<file path="config.mk">
export PLATFORM = sky130hd
export DESIGN_NAME = uhi_host_irq
export DESIGN_NICKNAME = d
export VERILOG_FILES = /design/src/uhi_pkg.sv /design/src/uhi_host_irq.sv /design/src/uhi_settle_timer.sv /design/src/uhi_sticky_flag.sv
export SDC_FILE = /design/constraint.sdc
export NUM_CORES = 1
export LEC_CHECK = 0
export BUFFER_PORTS_ARGS = -buffer_cell sky130_fd_sc_hd__buf_4
export CAP_MARGIN = 40
export CORE_MARGIN = 4
export CORE_UTILIZATION = 46
export CTS_CLUSTER_SIZE = 28
export DETAILED_ROUTE_END_ITERATION = 10
export PLACE_DENSITY = 0.77
export SETUP_SLACK_MARGIN = 0.02
export SYNTH_ARGS = -nofsm -noshare
export SYNTH_HDL_FRONTEND = slang
export SYNTH_SLANG_ARGS = --single-unit
</file>
<file path="constraint.sdc">
create_clock -name clk_sys -period 2.5 [get_ports clk_sys]
set_input_delay 0.25 -clock clk_sys [delete_from_list [all_inputs] [get_ports clk_sys]]
set_output_delay 0.25 -clock clk_sys [all_outputs]
set_load 0.05 [all_outputs]
</file>
<file path="src/uhi_pkg.sv">
package uhi_pkg;

  // Bus and register geometry
  localparam int DATA_W = 32;
  localparam int REG_W = 16;
  localparam int ADDR_W = 10;

  // Printed offsets are register indices; byte address is four times that
  localparam logic [7:0] STATUS_IDX = 8'hd4;
  localparam logic [7:0] ENABLE_IDX = 8'hd6;
  localparam logic [ADDR_W-1:0] STATUS_ADDR = {STATUS_IDX, 2'b00};
  localparam logic [ADDR_W-1:0] ENABLE_ADDR = {ENABLE_IDX, 2'b00};

  // Field positions shared by status and enable
  localparam int BIT_USOF = 0;
  localparam int BIT_SOF = 1;
  localparam int BIT_RSVD = 2;
  localparam int BIT_DMA = 3;
  localparam int BIT_OPR = 4;
  localparam int BIT_SUSP = 5;
  localparam int BIT_CLK = 6;
  localparam int BIT_PER = 7;
  localparam int BIT_ASYNC = 8;
  localparam int BIT_ISO = 9;
  localparam int BIT_DUAL = 10;

  // Reset values and masks
  localparam logic [REG_W-1:0] ENABLE_RESET = 16'h0000;
  localparam logic [REG_W-1:0] FLAG_MASK = 16'h07fb;
  localparam logic [DATA_W-1:0] RDATA_RESET = 32'h0000_0000;

  // Settling delay of the reserved status bit
  localparam int CLK_NS = 20;
  localparam int SETTLE_NS = 1000;
  localparam int SETTLE_CYC = (SETTLE_NS + CLK_NS - 1) / CLK_NS;
  localparam int SETTLE_W = $clog2(SETTLE_CYC + 1);

  // One-cycle event pulses from the host core
  typedef struct packed {
    logic dual_role_event;
    logic iso_done;
    logic async_done;
    logic periodic_done;
    logic clock_stable;
    logic host_suspend;
    logic op_reg_change;
    logic dma_done;
    logic frame_start;
    logic microframe_start;
  } uhi_evt_s;

  typedef enum logic [0:0] {
    SETTLE_WAIT = 1'b0,
    SETTLE_DONE = 1'b1
  } uhi_settle_e;

  typedef struct packed {
    uhi_settle_e phase;
    logic [SETTLE_W-1:0] cnt;
  } uhi_settle_s;

  typedef struct packed {
    logic flag;
  } uhi_flag_s;

  typedef struct packed {
    logic ack;
    logic irq;
    logic [REG_W-1:0] enable;
    logic [DATA_W-1:0] rdata;
  } uhi_main_s;

endpackage

</file>
<file path="src/uhi_host_irq.sv">
// The implementer's own choice: the Avalon-MM register port.
`timescale 1ns/1ps
// What this block does
// Status bit 4 latches any change in the host operational registers.
// Status bit 3 latches DMA transfer completion; zero until one completes.
// Reserved status bit 2 reads 0 after reset, then 1 shortly after.
// Status bit 1 latches a start-of-frame event.
// Status bit 0 latches a microframe start-of-frame event.
// Interrupt asserts for a source only when its flag and enable are set.
// Enable register at index D6h, all bits read/write, reset to zero.
// Software writes reserved enable bits with their reset value.
// Enable bit 10 gates the dual-role event interrupt.
// Enable bit 9 gates isochronous descriptor completion interrupt.
// Enable bit 8 gates asynchronous-list descriptor completion interrupt.
// Enable bit 7 gates periodic-list descriptor completion interrupt.
// Enable bit 6 gates the clock-stable interrupt.
// Enable bit 5 gates the host suspend interrupt.
// Enable bit 4 gates operational-register change interrupt, any origin.
// Enable bit 3 gates the DMA completion interrupt.
// Enable bit 1 gates the start-of-frame interrupt.
// Enable bit 0 gates the microframe start-of-frame interrupt.
// Status bit 10 latches a dual-role event.
// Status bits 9, 8, 7 latch iso, async, periodic descriptor completions.
// Status bit 6 latches internal clocks becoming stable.
// Status bit 5 latches the host entering suspend.
// Interrupt is the OR of all flag-and-enable pairs, held while any stays.
// Writing 1 clears a status flag; writing 0 leaves it alone.
module uhi_host_irq #(
  parameter int SETTLE_CYC = uhi_pkg::SETTLE_CYC
) (
  input wire logic clk_sys,
  input wire logic sys_rst,
  input wire logic [uhi_pkg::ADDR_W-1:0] avs_address,
  input wire logic avs_read,
  input wire logic avs_write,
  input wire logic [uhi_pkg::DATA_W-1:0] avs_writedata,
  input wire logic [3:0] avs_byteenable,
  output logic [uhi_pkg::DATA_W-1:0] avs_readdata,
  output logic avs_waitrequest,
  input wire uhi_pkg::uhi_evt_s evt,
  output logic host_irq,
  output logic [uhi_pkg::REG_W-1:0] irq_status
);

  uhi_pkg::uhi_main_s st_ff;
  uhi_pkg::uhi_main_s nxt_st;

  logic req;
  logic wr_go;
  logic hit_stat;
  logic hit_en;
  logic [uhi_pkg::REG_W-1:0] lane_mask;
  logic [uhi_pkg::REG_W-1:0] set_vec;
  logic [uhi_pkg::REG_W-1:0] clr_vec;
  logic [uhi_pkg::REG_W-1:0] status;
  logic [uhi_pkg::REG_W-1:0] pending;
  logic settled;

  // Bus decode; every access waits exactly one cycle so read data can come from a flop
  assign req = avs_read | avs_write;
  assign avs_waitrequest = req & ~st_ff.ack;
  assign wr_go = avs_write & st_ff.ack;
  assign hit_stat = (avs_address == uhi_pkg::STATUS_ADDR);
  assign hit_en = (avs_address == uhi_pkg::ENABLE_ADDR);
  assign lane_mask = {{8{avs_byteenable[1]}}, {8{avs_byteenable[0]}}};

  // Map the event pulses onto their status positions
  always_comb begin
    set_vec = '0;
    set_vec[uhi_pkg::BIT_USOF] = evt.microframe_start;
    set_vec[uhi_pkg::BIT_SOF] = evt.frame_start;
    set_vec[uhi_pkg::BIT_DMA] = evt.dma_done;
    set_vec[uhi_pkg::BIT_OPR] = evt.op_reg_change;
    set_vec[uhi_pkg::BIT_SUSP] = evt.host_suspend;
    set_vec[uhi_pkg::BIT_CLK] = evt.clock_stable;
    set_vec[uhi_pkg::BIT_PER] = evt.periodic_done;
    set_vec[uhi_pkg::BIT_ASYNC] = evt.async_done;
    set_vec[uhi_pkg::BIT_ISO] = evt.iso_done;
    set_vec[uhi_pkg::BIT_DUAL] = evt.dual_role_event;
  end

  // Write-one-to-clear on the taken write cycle only
  assign clr_vec = (wr_go && hit_stat) ? (avs_writedata[uhi_pkg::REG_W-1:0] & lane_mask) : '0;

  // One sticky cell per implemented flag; bit 2 is the settle indicator, the rest read zero
  genvar gi;
  generate
    for (gi = 0; gi < uhi_pkg::REG_W; gi++) begin : g_flag
      if (uhi_pkg::FLAG_MASK[gi]) begin : g_cell
        uhi_sticky_flag u_flag (
          .clk_sys(clk_sys),
          .sys_rst(sys_rst),
          .set(set_vec[gi]),
          .clr(clr_vec[gi]),
          .flag(status[gi])
        );
      end else if (gi == uhi_pkg::BIT_RSVD) begin : g_rsvd
        assign status[gi] = settled;
      end else begin : g_zero
        assign status[gi] = 1'b0;
      end
    end
  endgenerate

  // Reserved bit comes up on its own after a fixed delay from reset
  uhi_settle_timer #(
    .SETTLE_CYC(SETTLE_CYC)
  ) u_settle (
    .clk_sys(clk_sys),
    .sys_rst(sys_rst),
    .settled(settled)
  );

  // The reserved enable bit is stored but never gates anything, so a careless write is harmless
  assign pending = status & st_ff.enable & uhi_pkg::FLAG_MASK;

  // Register next state: handshake, read data, enable register, interrupt line
  always_comb begin
    nxt_st = st_ff;
    nxt_st.ack = req & ~st_ff.ack;
    if (req && !st_ff.ack) begin
      if (avs_read && hit_stat) begin
        nxt_st.rdata = {16'h0000, status};
      end else if (avs_read && hit_en) begin
        nxt_st.rdata = {16'h0000, st_ff.enable};
      end else begin
        nxt_st.rdata = uhi_pkg::RDATA_RESET;
      end
    end
    if (wr_go && hit_en) begin
      // All sixteen bits are plain storage, reserved ones included
      if (avs_byteenable[0]) begin
        nxt_st.enable[7:0] = avs_writedata[7:0];
      end
      if (avs_byteenable[1]) begin
        nxt_st.enable[15:8] = avs_writedata[15:8];
      end
    end
    // One-cycle latency keeps the line glitch-free from a flop
    nxt_st.irq = |pending;
  end

  always_ff @(posedge clk_sys or posedge sys_rst) begin
    if (sys_rst) begin
      st_ff.ack <= 1'b0;
      st_ff.irq <= 1'b0;
      st_ff.enable <= uhi_pkg::ENABLE_RESET;
      st_ff.rdata <= uhi_pkg::RDATA_RESET;
    end else begin
      st_ff <= nxt_st;
    end
  end

  assign avs_readdata = st_ff.rdata;
  assign host_irq = st_ff.irq;
  assign irq_status = status;

  // Checks on flags, enables and the interrupt line
  AST_IRQ_NEEDS_PAIR: assert property (@(posedge clk_sys) disable iff (sys_rst)
    host_irq |-> $past(|pending))
    else $error("interrupt without an enabled flag");

  AST_IRQ_HELD: assert property (@(posedge clk_sys) disable iff (sys_rst)
    (|pending) |=> host_irq)
    else $error("interrupt missing while an enabled flag is set");

  AST_ENABLE_RESET: assert property (@(posedge clk_sys) disable iff (sys_rst)
    $past(sys_rst) |-> (st_ff.enable == uhi_pkg::ENABLE_RESET))
    else $error("enable register not zero after reset");

  AST_RSVD_LOW_AFTER_RESET: assert property (@(posedge clk_sys) disable iff (sys_rst)
    $past(sys_rst) |-> !status[uhi_pkg::BIT_RSVD])
    else $error("reserved status bit high right after reset");

  AST_SOF_SETS: assert property (@(posedge clk_sys) disable iff (sys_rst)
    evt.frame_start |=> status[uhi_pkg::BIT_SOF])
    else $error("frame start did not set its flag");

  AST_USOF_SETS: assert property (@(posedge clk_sys) disable iff (sys_rst)
    evt.microframe_start |=> status[uhi_pkg::BIT_USOF])
    else $error("microframe start did not set its flag");

  AST_DMA_SETS: assert property (@(posedge clk_sys) disable iff (sys_rst)
    evt.dma_done |=> status[uhi_pkg::BIT_DMA])
    else $error("dma completion did not set its flag");

  AST_OPR_SETS: assert property (@(posedge clk_sys) disable iff (sys_rst)
    evt.op_reg_change |=> status[uhi_pkg::BIT_OPR])
    else $error("operational change did not set its flag");

  AST_SUSP_SETS: assert property (@(posedge clk_sys) disable iff (sys_rst)
    evt.host_suspend |=> status[uhi_pkg::BIT_SUSP])
    else $error("suspend entry did not set its flag");

  AST_CLK_SETS: assert property (@(posedge clk_sys) disable iff (sys_rst)
    evt.clock_stable |=> status[uhi_pkg::BIT_CLK])
    else $error("clock stable did not set its flag");

  AST_PER_SETS: assert property (@(posedge clk_sys) disable iff (sys_rst)
    evt.periodic_done |=> status[uhi_pkg::BIT_PER])
    else $error("periodic completion did not set its flag");

  AST_ASYNC_SETS: assert property (@(posedge clk_sys) disable iff (sys_rst)
    evt.async_done |=> status[uhi_pkg::BIT_ASYNC])
    else $error("async list completion did not set its flag");

  AST_ISO_SETS: assert property (@(posedge clk_sys) disable iff (sys_rst)
    evt.iso_done |=> status[uhi_pkg::BIT_ISO])
    else $error("isochronous completion did not set its flag");

  AST_DUAL_SETS: assert property (@(posedge clk_sys) disable iff (sys_rst)
    evt.dual_role_event |=> status[uhi_pkg::BIT_DUAL])
    else $error("dual-role event did not set its flag");

  // Each enabled flag must reach the line one cycle later, whatever the others do
  AST_DUAL_GATES: assert property (@(posedge clk_sys) disable iff (sys_rst)
    (status[uhi_pkg::BIT_DUAL] && st_ff.enable[uhi_pkg::BIT_DUAL]) |=> host_irq)
    else $error("enabled dual-role flag gave no interrupt");

  AST_ISO_GATES: assert property (@(posedge clk_sys) disable iff (sys_rst)
    (status[uhi_pkg::BIT_ISO] && st_ff.enable[uhi_pkg::BIT_ISO]) |=> host_irq)
    else $error("enabled isochronous flag gave no interrupt");

  AST_ASYNC_GATES: assert property (@(posedge clk_sys) disable iff (sys_rst)
    (status[uhi_pkg::BIT_ASYNC] && st_ff.enable[uhi_pkg::BIT_ASYNC]) |=> host_irq)
    else $error("enabled async list flag gave no interrupt");

  AST_PER_GATES: assert property (@(posedge clk_sys) disable iff (sys_rst)
    (status[uhi_pkg::BIT_PER] && st_ff.enable[uhi_pkg::BIT_PER]) |=> host_irq)
    else $error("enabled periodic flag gave no interrupt");

  AST_CLK_GATES: assert property (@(posedge clk_sys) disable iff (sys_rst)
    (status[uhi_pkg::BIT_CLK] && st_ff.enable[uhi_pkg::BIT_CLK]) |=> host_irq)
    else $error("enabled clock stable flag gave no interrupt");

  AST_SUSP_GATES: assert property (@(posedge clk_sys) disable iff (sys_rst)
    (status[uhi_pkg::BIT_SUSP] && st_ff.enable[uhi_pkg::BIT_SUSP]) |=> host_irq)
    else $error("enabled suspend flag gave no interrupt");

  AST_OPR_GATES: assert property (@(posedge clk_sys) disable iff (sys_rst)
    (status[uhi_pkg::BIT_OPR] && st_ff.enable[uhi_pkg::BIT_OPR]) |=> host_irq)
    else $error("enabled operational change flag gave no interrupt");

  AST_DMA_GATES: assert property (@(posedge clk_sys) disable iff (sys_rst)
    (status[uhi_pkg::BIT_DMA] && st_ff.enable[uhi_pkg::BIT_DMA]) |=> host_irq)
    else $error("enabled dma flag gave no interrupt");

  AST_SOF_GATES: assert property (@(posedge clk_sys) disable iff (sys_rst)
    (status[uhi_pkg::BIT_SOF] && st_ff.enable[uhi_pkg::BIT_SOF]) |=> host_irq)
    else $error("enabled frame start flag gave no interrupt");

  AST_USOF_GATES: assert property (@(posedge clk_sys) disable iff (sys_rst)
    (status[uhi_pkg::BIT_USOF] && st_ff.enable[uhi_pkg::BIT_USOF]) |=> host_irq)
    else $error("enabled microframe start flag gave no interrupt");

  AST_W1C_CLEARS: assert property (@(posedge clk_sys) disable iff (sys_rst)
    (clr_vec[uhi_pkg::BIT_SOF] && !evt.frame_start) |=> !status[uhi_pkg::BIT_SOF])
    else $error("write of one did not clear the flag");

  AST_W0_KEEPS: assert property (@(posedge clk_sys) disable iff (sys_rst)
    (status[uhi_pkg::BIT_DMA] && !clr_vec[uhi_pkg::BIT_DMA]) |=> status[uhi_pkg::BIT_DMA])
    else $error("flag lost without a clearing write");

  AST_SOF_MASKED: assert property (@(posedge clk_sys) disable iff (sys_rst)
    (status[uhi_pkg::BIT_SOF] && !st_ff.enable[uhi_pkg::BIT_SOF] &&
     (status & st_ff.enable & uhi_pkg::FLAG_MASK) == '0) |=> !host_irq)
    else $error("interrupt raised by a disabled source");

  AST_ONE_WAIT: assert property (@(posedge clk_sys) disable iff (sys_rst)
    (req && !st_ff.ack) |-> avs_waitrequest ##1 (!req || !avs_waitrequest))
    else $error("bus answer not after one wait cycle");

  COV_IRQ_RISE: cover property (@(posedge clk_sys) disable iff (sys_rst)
    $rose(host_irq));

  COV_CLEAR_WRITE: cover property (@(posedge clk_sys) disable iff (sys_rst)
    (|clr_vec) ##1 $fell(host_irq));

  COV_STATUS_READ: cover property (@(posedge clk_sys) disable iff (sys_rst)
    avs_read && hit_stat && st_ff.ack && (avs_readdata[15:0] != 16'h0000));

  COV_SET_AND_CLEAR: cover property (@(posedge clk_sys) disable iff (sys_rst)
    |(set_vec & clr_vec));

endmodule

</file>
<file path="src/uhi_settle_timer.sv">
`timescale 1ns/1ps
module uhi_settle_timer #(
  parameter int SETTLE_CYC = uhi_pkg::SETTLE_CYC
) (
  input wire logic clk_sys,
  input wire logic sys_rst,
  output logic settled
);

  uhi_pkg::uhi_settle_s st_ff;
  uhi_pkg::uhi_settle_s nxt_st;

  // Counts off the settle time once after reset, then holds
  always_comb begin
    nxt_st = st_ff;
    case (st_ff.phase)
      uhi_pkg::SETTLE_WAIT: begin
        if (st_ff.cnt == uhi_pkg::SETTLE_W'(SETTLE_CYC - 1)) begin
          nxt_st.phase = uhi_pkg::SETTLE_DONE;
        end else begin
          nxt_st.cnt = st_ff.cnt + 1'b1;
        end
      end
      uhi_pkg::SETTLE_DONE: nxt_st.phase = uhi_pkg::SETTLE_DONE;
      default: nxt_st.phase = uhi_pkg::SETTLE_WAIT;
    endcase
  end

  always_ff @(posedge clk_sys or posedge sys_rst) begin
    if (sys_rst) begin
      st_ff <= '0;
    end else begin
      st_ff <= nxt_st;
    end
  end

  assign settled = (st_ff.phase == uhi_pkg::SETTLE_DONE);

  // Helper: cycles since reset release, saturating
  logic [7:0] age_ff;
  always_ff @(posedge clk_sys or posedge sys_rst) begin
    if (sys_rst) begin
      age_ff <= 8'h00;
    end else if (age_ff != 8'hff) begin
      age_ff <= age_ff + 8'h01;
    end
  end

  AST_RSVD_SETTLES: assert property (@(posedge clk_sys) disable iff (sys_rst)
    (age_ff >= 8'(SETTLE_CYC)) |-> settled)
    else $error("reserved bit did not settle in time");

  AST_RSVD_NOT_EARLY: assert property (@(posedge clk_sys) disable iff (sys_rst)
    (age_ff < 8'(SETTLE_CYC)) |-> !settled)
    else $error("reserved bit rose too early");

endmodule

</file>
<file path="src/uhi_sticky_flag.sv">
`timescale 1ns/1ps
module uhi_sticky_flag (
  input wire logic clk_sys,
  input wire logic sys_rst,
  input wire logic set,
  input wire logic clr,
  output logic flag
);

  uhi_pkg::uhi_flag_s st_ff;
  uhi_pkg::uhi_flag_s nxt_st;

  // Set beats clear so an event landing on a clearing write is kept
  always_comb begin
    nxt_st = st_ff;
    nxt_st.flag = set | (st_ff.flag & ~clr);
  end

  always_ff @(posedge clk_sys or posedge sys_rst) begin
    if (sys_rst) begin
      st_ff <= '0;
    end else begin
      st_ff <= nxt_st;
    end
  end

  assign flag = st_ff.flag;

  AST_SET_WINS: assert property (@(posedge clk_sys) disable iff (sys_rst)
    set |=> flag)
    else $error("flag lost an event");

endmodule
</file>
==> results.md <==
* Final worst-path cycle share at 71.8%
* Hpwl dp at approximately 4100 um
* Postcts setup bufs at 0
* Run status: completed
* Crit Reg-Reg Startpoint: st_ff[49]$_DFF_PP0_
* Category of cells accounting for the largest share of critical-path delay: buffers and inverters
* Latest clock arrival within the worst-skew pair at 0.29 ns
* Detail Route met2 WL at 2580 um
* Placed cell count at 355
* GRT Total Usage at 15.7%
* Leakage power figure at 1.50 nW
* Area delta synth->final at 16.5%
* Share of the synthesized area in the top cell type at 48.9%
* MaxCap Viol Count at 0
* Total iterations of the first detailed-routing run at 4
* Total number of yosys warnings at 0
* Count of nets after finishing at 353
* Core region area at 0.00551 mm2
* Clock slew at the register clock pins of the worst setup and hold paths at roughly 0.080 ns
* Post-detailed-routing wire length at 5300 um
* Critical path launch point type: flop
* Min cycle time layout at 1.80 ns
* Library cell with the largest summed area after synthesis: dfrtp_1
* Gate count of the mapped netlist at 243
* Cell area after synthesis at between 0.002 and 0.003 mm2
* Layout cell share with drive strength beyond 1 at between 30 and 40%
* Crit path cell chain: o21bai_1 -> buf_4 -> inv_1 -> buf_4
* Combined buffer and inverter count along the critical path at 3
* Met1 wire length at ~2300 um
* Transition time at the pin with the least slew margin at about 0.6 ns
* Cell depth of the worst setup path at 4
* Power Dens Cells at 484 mW/mm2
* Cts bufs inserted at 5
* Count of clock tree sinks at 51
* Sequential area share after synthesis at slightly below 50%
* Total via count after detailed routing at about 1,800
* First-pass GRT wire length at 8660 um
* Post-Route Skew at roughly 0.0034 ns
* Final-report hold violation count at 0
* Highest attainable clock frequency at 557 MHz
* Start point of the critical path: st_ff[49]$_DFF_PP0_
* Number of DRC violations after detailed-routing iteration 0 at 90
* Detailed-route vias per instance at 4.95
* Number of unique standard cell types used by synthesis at 32
* Commonest non-fill, non-tap cell in the layout: buf_4
* Ports placed on the boundary at 110
* R2r worst-path depth at 3
* Final Setup Violations at 0
* Maximum resistive drop on vdd at 265 uV
* Setup CP Type: flop to primary output
* Number of antenna violations at the first check in global routing at 0
* Count of H-tree levels built during CTS at 2
* RSZ-0062 raised after global routing: false
* Top Metal Used: met4
* Weighted congestion at the end of routability-driven global placement at around 0.76
* Most frequent CP cell: buf_4
* Detailed-route wire length per cell at 14.7 um
* Final cell count without fillers at 362
* Pin count of the biggest net entering global routing at 52
* X dimension of the die at 83.3 um
* Die Area at 0.00695 mm2
* Routed wl met3 at 339 um
* Utilization of the core after routing at ~55%
* Count of antenna-violating nets left after detailed routing at 0
* Max-Slew Margin vs Limit at about three fifths
* CTS tree: yes
* Number of global-route vias before repair at 1,804
* Path category of the worst min-delay check: input pin to flop
* Setup slack of the worst register-to-register path at 0.90 ns
* Final antenna diode count at 0
* CP Capture Type: primary output
* DRC violation count after routing at 0
* Avg Cell Area, Syn at 10.7 um2
* Slowest CP cell: dfrtp_1
* Most frequent cells in the layout: buf_4, dfrtp_1, conb_1, nand2_1, o21ai_0
* Capturing instance or port of the critical path: avs_waitrequest
* Critical-path maximum fanout at 10
* Flip-flop and latch count after synthesis at 51
* Effective utilization at floorplan at a little under half
* Grt ovf at 0
* Dominant cells by area after synthesis: dfrtp_1, buf_4, mux2_2
* Largest buffer count on any clock path at 2
* Number of placement rows at 27
* Reg-to-Reg End: st_ff[38]$_DFFE_PP0P_
* Overall die height at 83.3 um
* Worst endpoint data arrival time at 1.55 ns
* Number of port buffers at 70
* Clock tree root driver cell: clkbuf_8
* Max-slew violations at 0
* Data required time at the worst endpoint at 2.25 ns
* Worst path max stage delay at 0.44 ns
* Total Neg Setup Slack at 0 ns
-- synth_stat cells (all sizes together) --
cell type	n
a31oi	10
xor2	2
nand4	9
a22o	2
a221oi	1
a41oi	1
ha	2
nand3	1
nand2	17
xnor2	2
o21ai	16
or3	1
nand2b	2
mux2i	12
inv	14
nor3	1
nand4b	4
and4b	2
o21bai	1
nor4	4
conb	1
a22oi	3
dfrtp	51
buf	50
mux2	16
nor2	11
nor2b	3
clkbuf	4
-- layer usage --
metal	GRT usage, %	up-vias
li1	-	860
met1	20.8	868
met5	0	-
met4	5.35	0
met3	3.47	4
met2	25.3	60
-- cell type report --
type / instances / area, um2
inverters: 14 / 52.6
flip-flops and latches: 51 / 1280
repair buffers: 75 / 578
clock buffers: 6 / 72.6
multi-input cells: 144 / 972
fillers: 493 / 2460
well taps: 72 / 90.1
-- through the flow --
stage / hold WS [ns] / setup slack [ns] / cell area [um2] / power, mW
floorplan: 0.346 / 0.787 / 2690 / 1.00
global placement: 0.322 / 0.476 / 2950 / 1.05
detailed placement: 0.320 / 0.477 / 2960 / 1.06
CTS: 0.128 / 0.708 / 3040 / 1.48
global route: 0.126 / 0.574 / 3040 / 1.53
finish: 0.130 / 0.705 / 3040 / 1.47
-- report_power, final --
group | switching [mW] | internal (mW) | leakage (nW) | total [mW]
registers | 0.00406 | 0.828 | 0.643 | 0.832
clock network | 0.244 | 0.187 | 0.0371 | 0.432
logic | 0.144 | 0.0658 | 0.816 | 0.210
total | 0.393 | 1.08 | 1.50 | 1.47
-- timing repair --
item	CTS	global route
endpoints found under the hold margin	13	0
gates resized for setup	0	0
hold buffers	1	0
-- cells by family after synthesis --
kind of cell	count (synthesis)	synth area share (%)
buffers and inverters	68	16.8
and+or+nand+nor	55	12.5
DFF	51	48.9
AOI/OAI and AO/OA	34	7.95
muxes	28	11.5
xor gates and xnor gates	4	1.34
adders and majority gates	2	0.958
other	1	0.144
-- state kept, by name, indices dropped and copies added, names as in the netlist --
name / flops
host_irq: 1
u_settle.st_ff: 6
st_ff: 17
u_settle.settled: 1
avs_readdata: 16
g_flag.g_cell.u_flag.flag: 10
-- worst min path at each step --
stage / slack [ns] / start / depth (start not counted) / to
detailed placement: 0.32 / sys_rst / 3 / u_settle.st_ff[0]$_DFFE_PP0P_
CTS: 0.13 / avs_writedata[3] / 2 / g_flag[3].g_cell.u_flag.flag$_DFF_PP0_
global placement: 0.32 / sys_rst / 3 / st_ff[43]$_DFFE_PP0P_
floorplan: 0.35 / avs_writedata[0] / 1 / g_flag[0].g_cell.u_flag.flag$_DFF_PP0_
finish: 0.13 / avs_writedata[3] / 2 / g_flag[3].g_cell.u_flag.flag$_DFF_PP0_
global route: 0.13 / avs_writedata[3] / 2 / g_flag[3].g_cell.u_flag.flag$_DFF_PP0_
(Power assumes the default switching activity.)
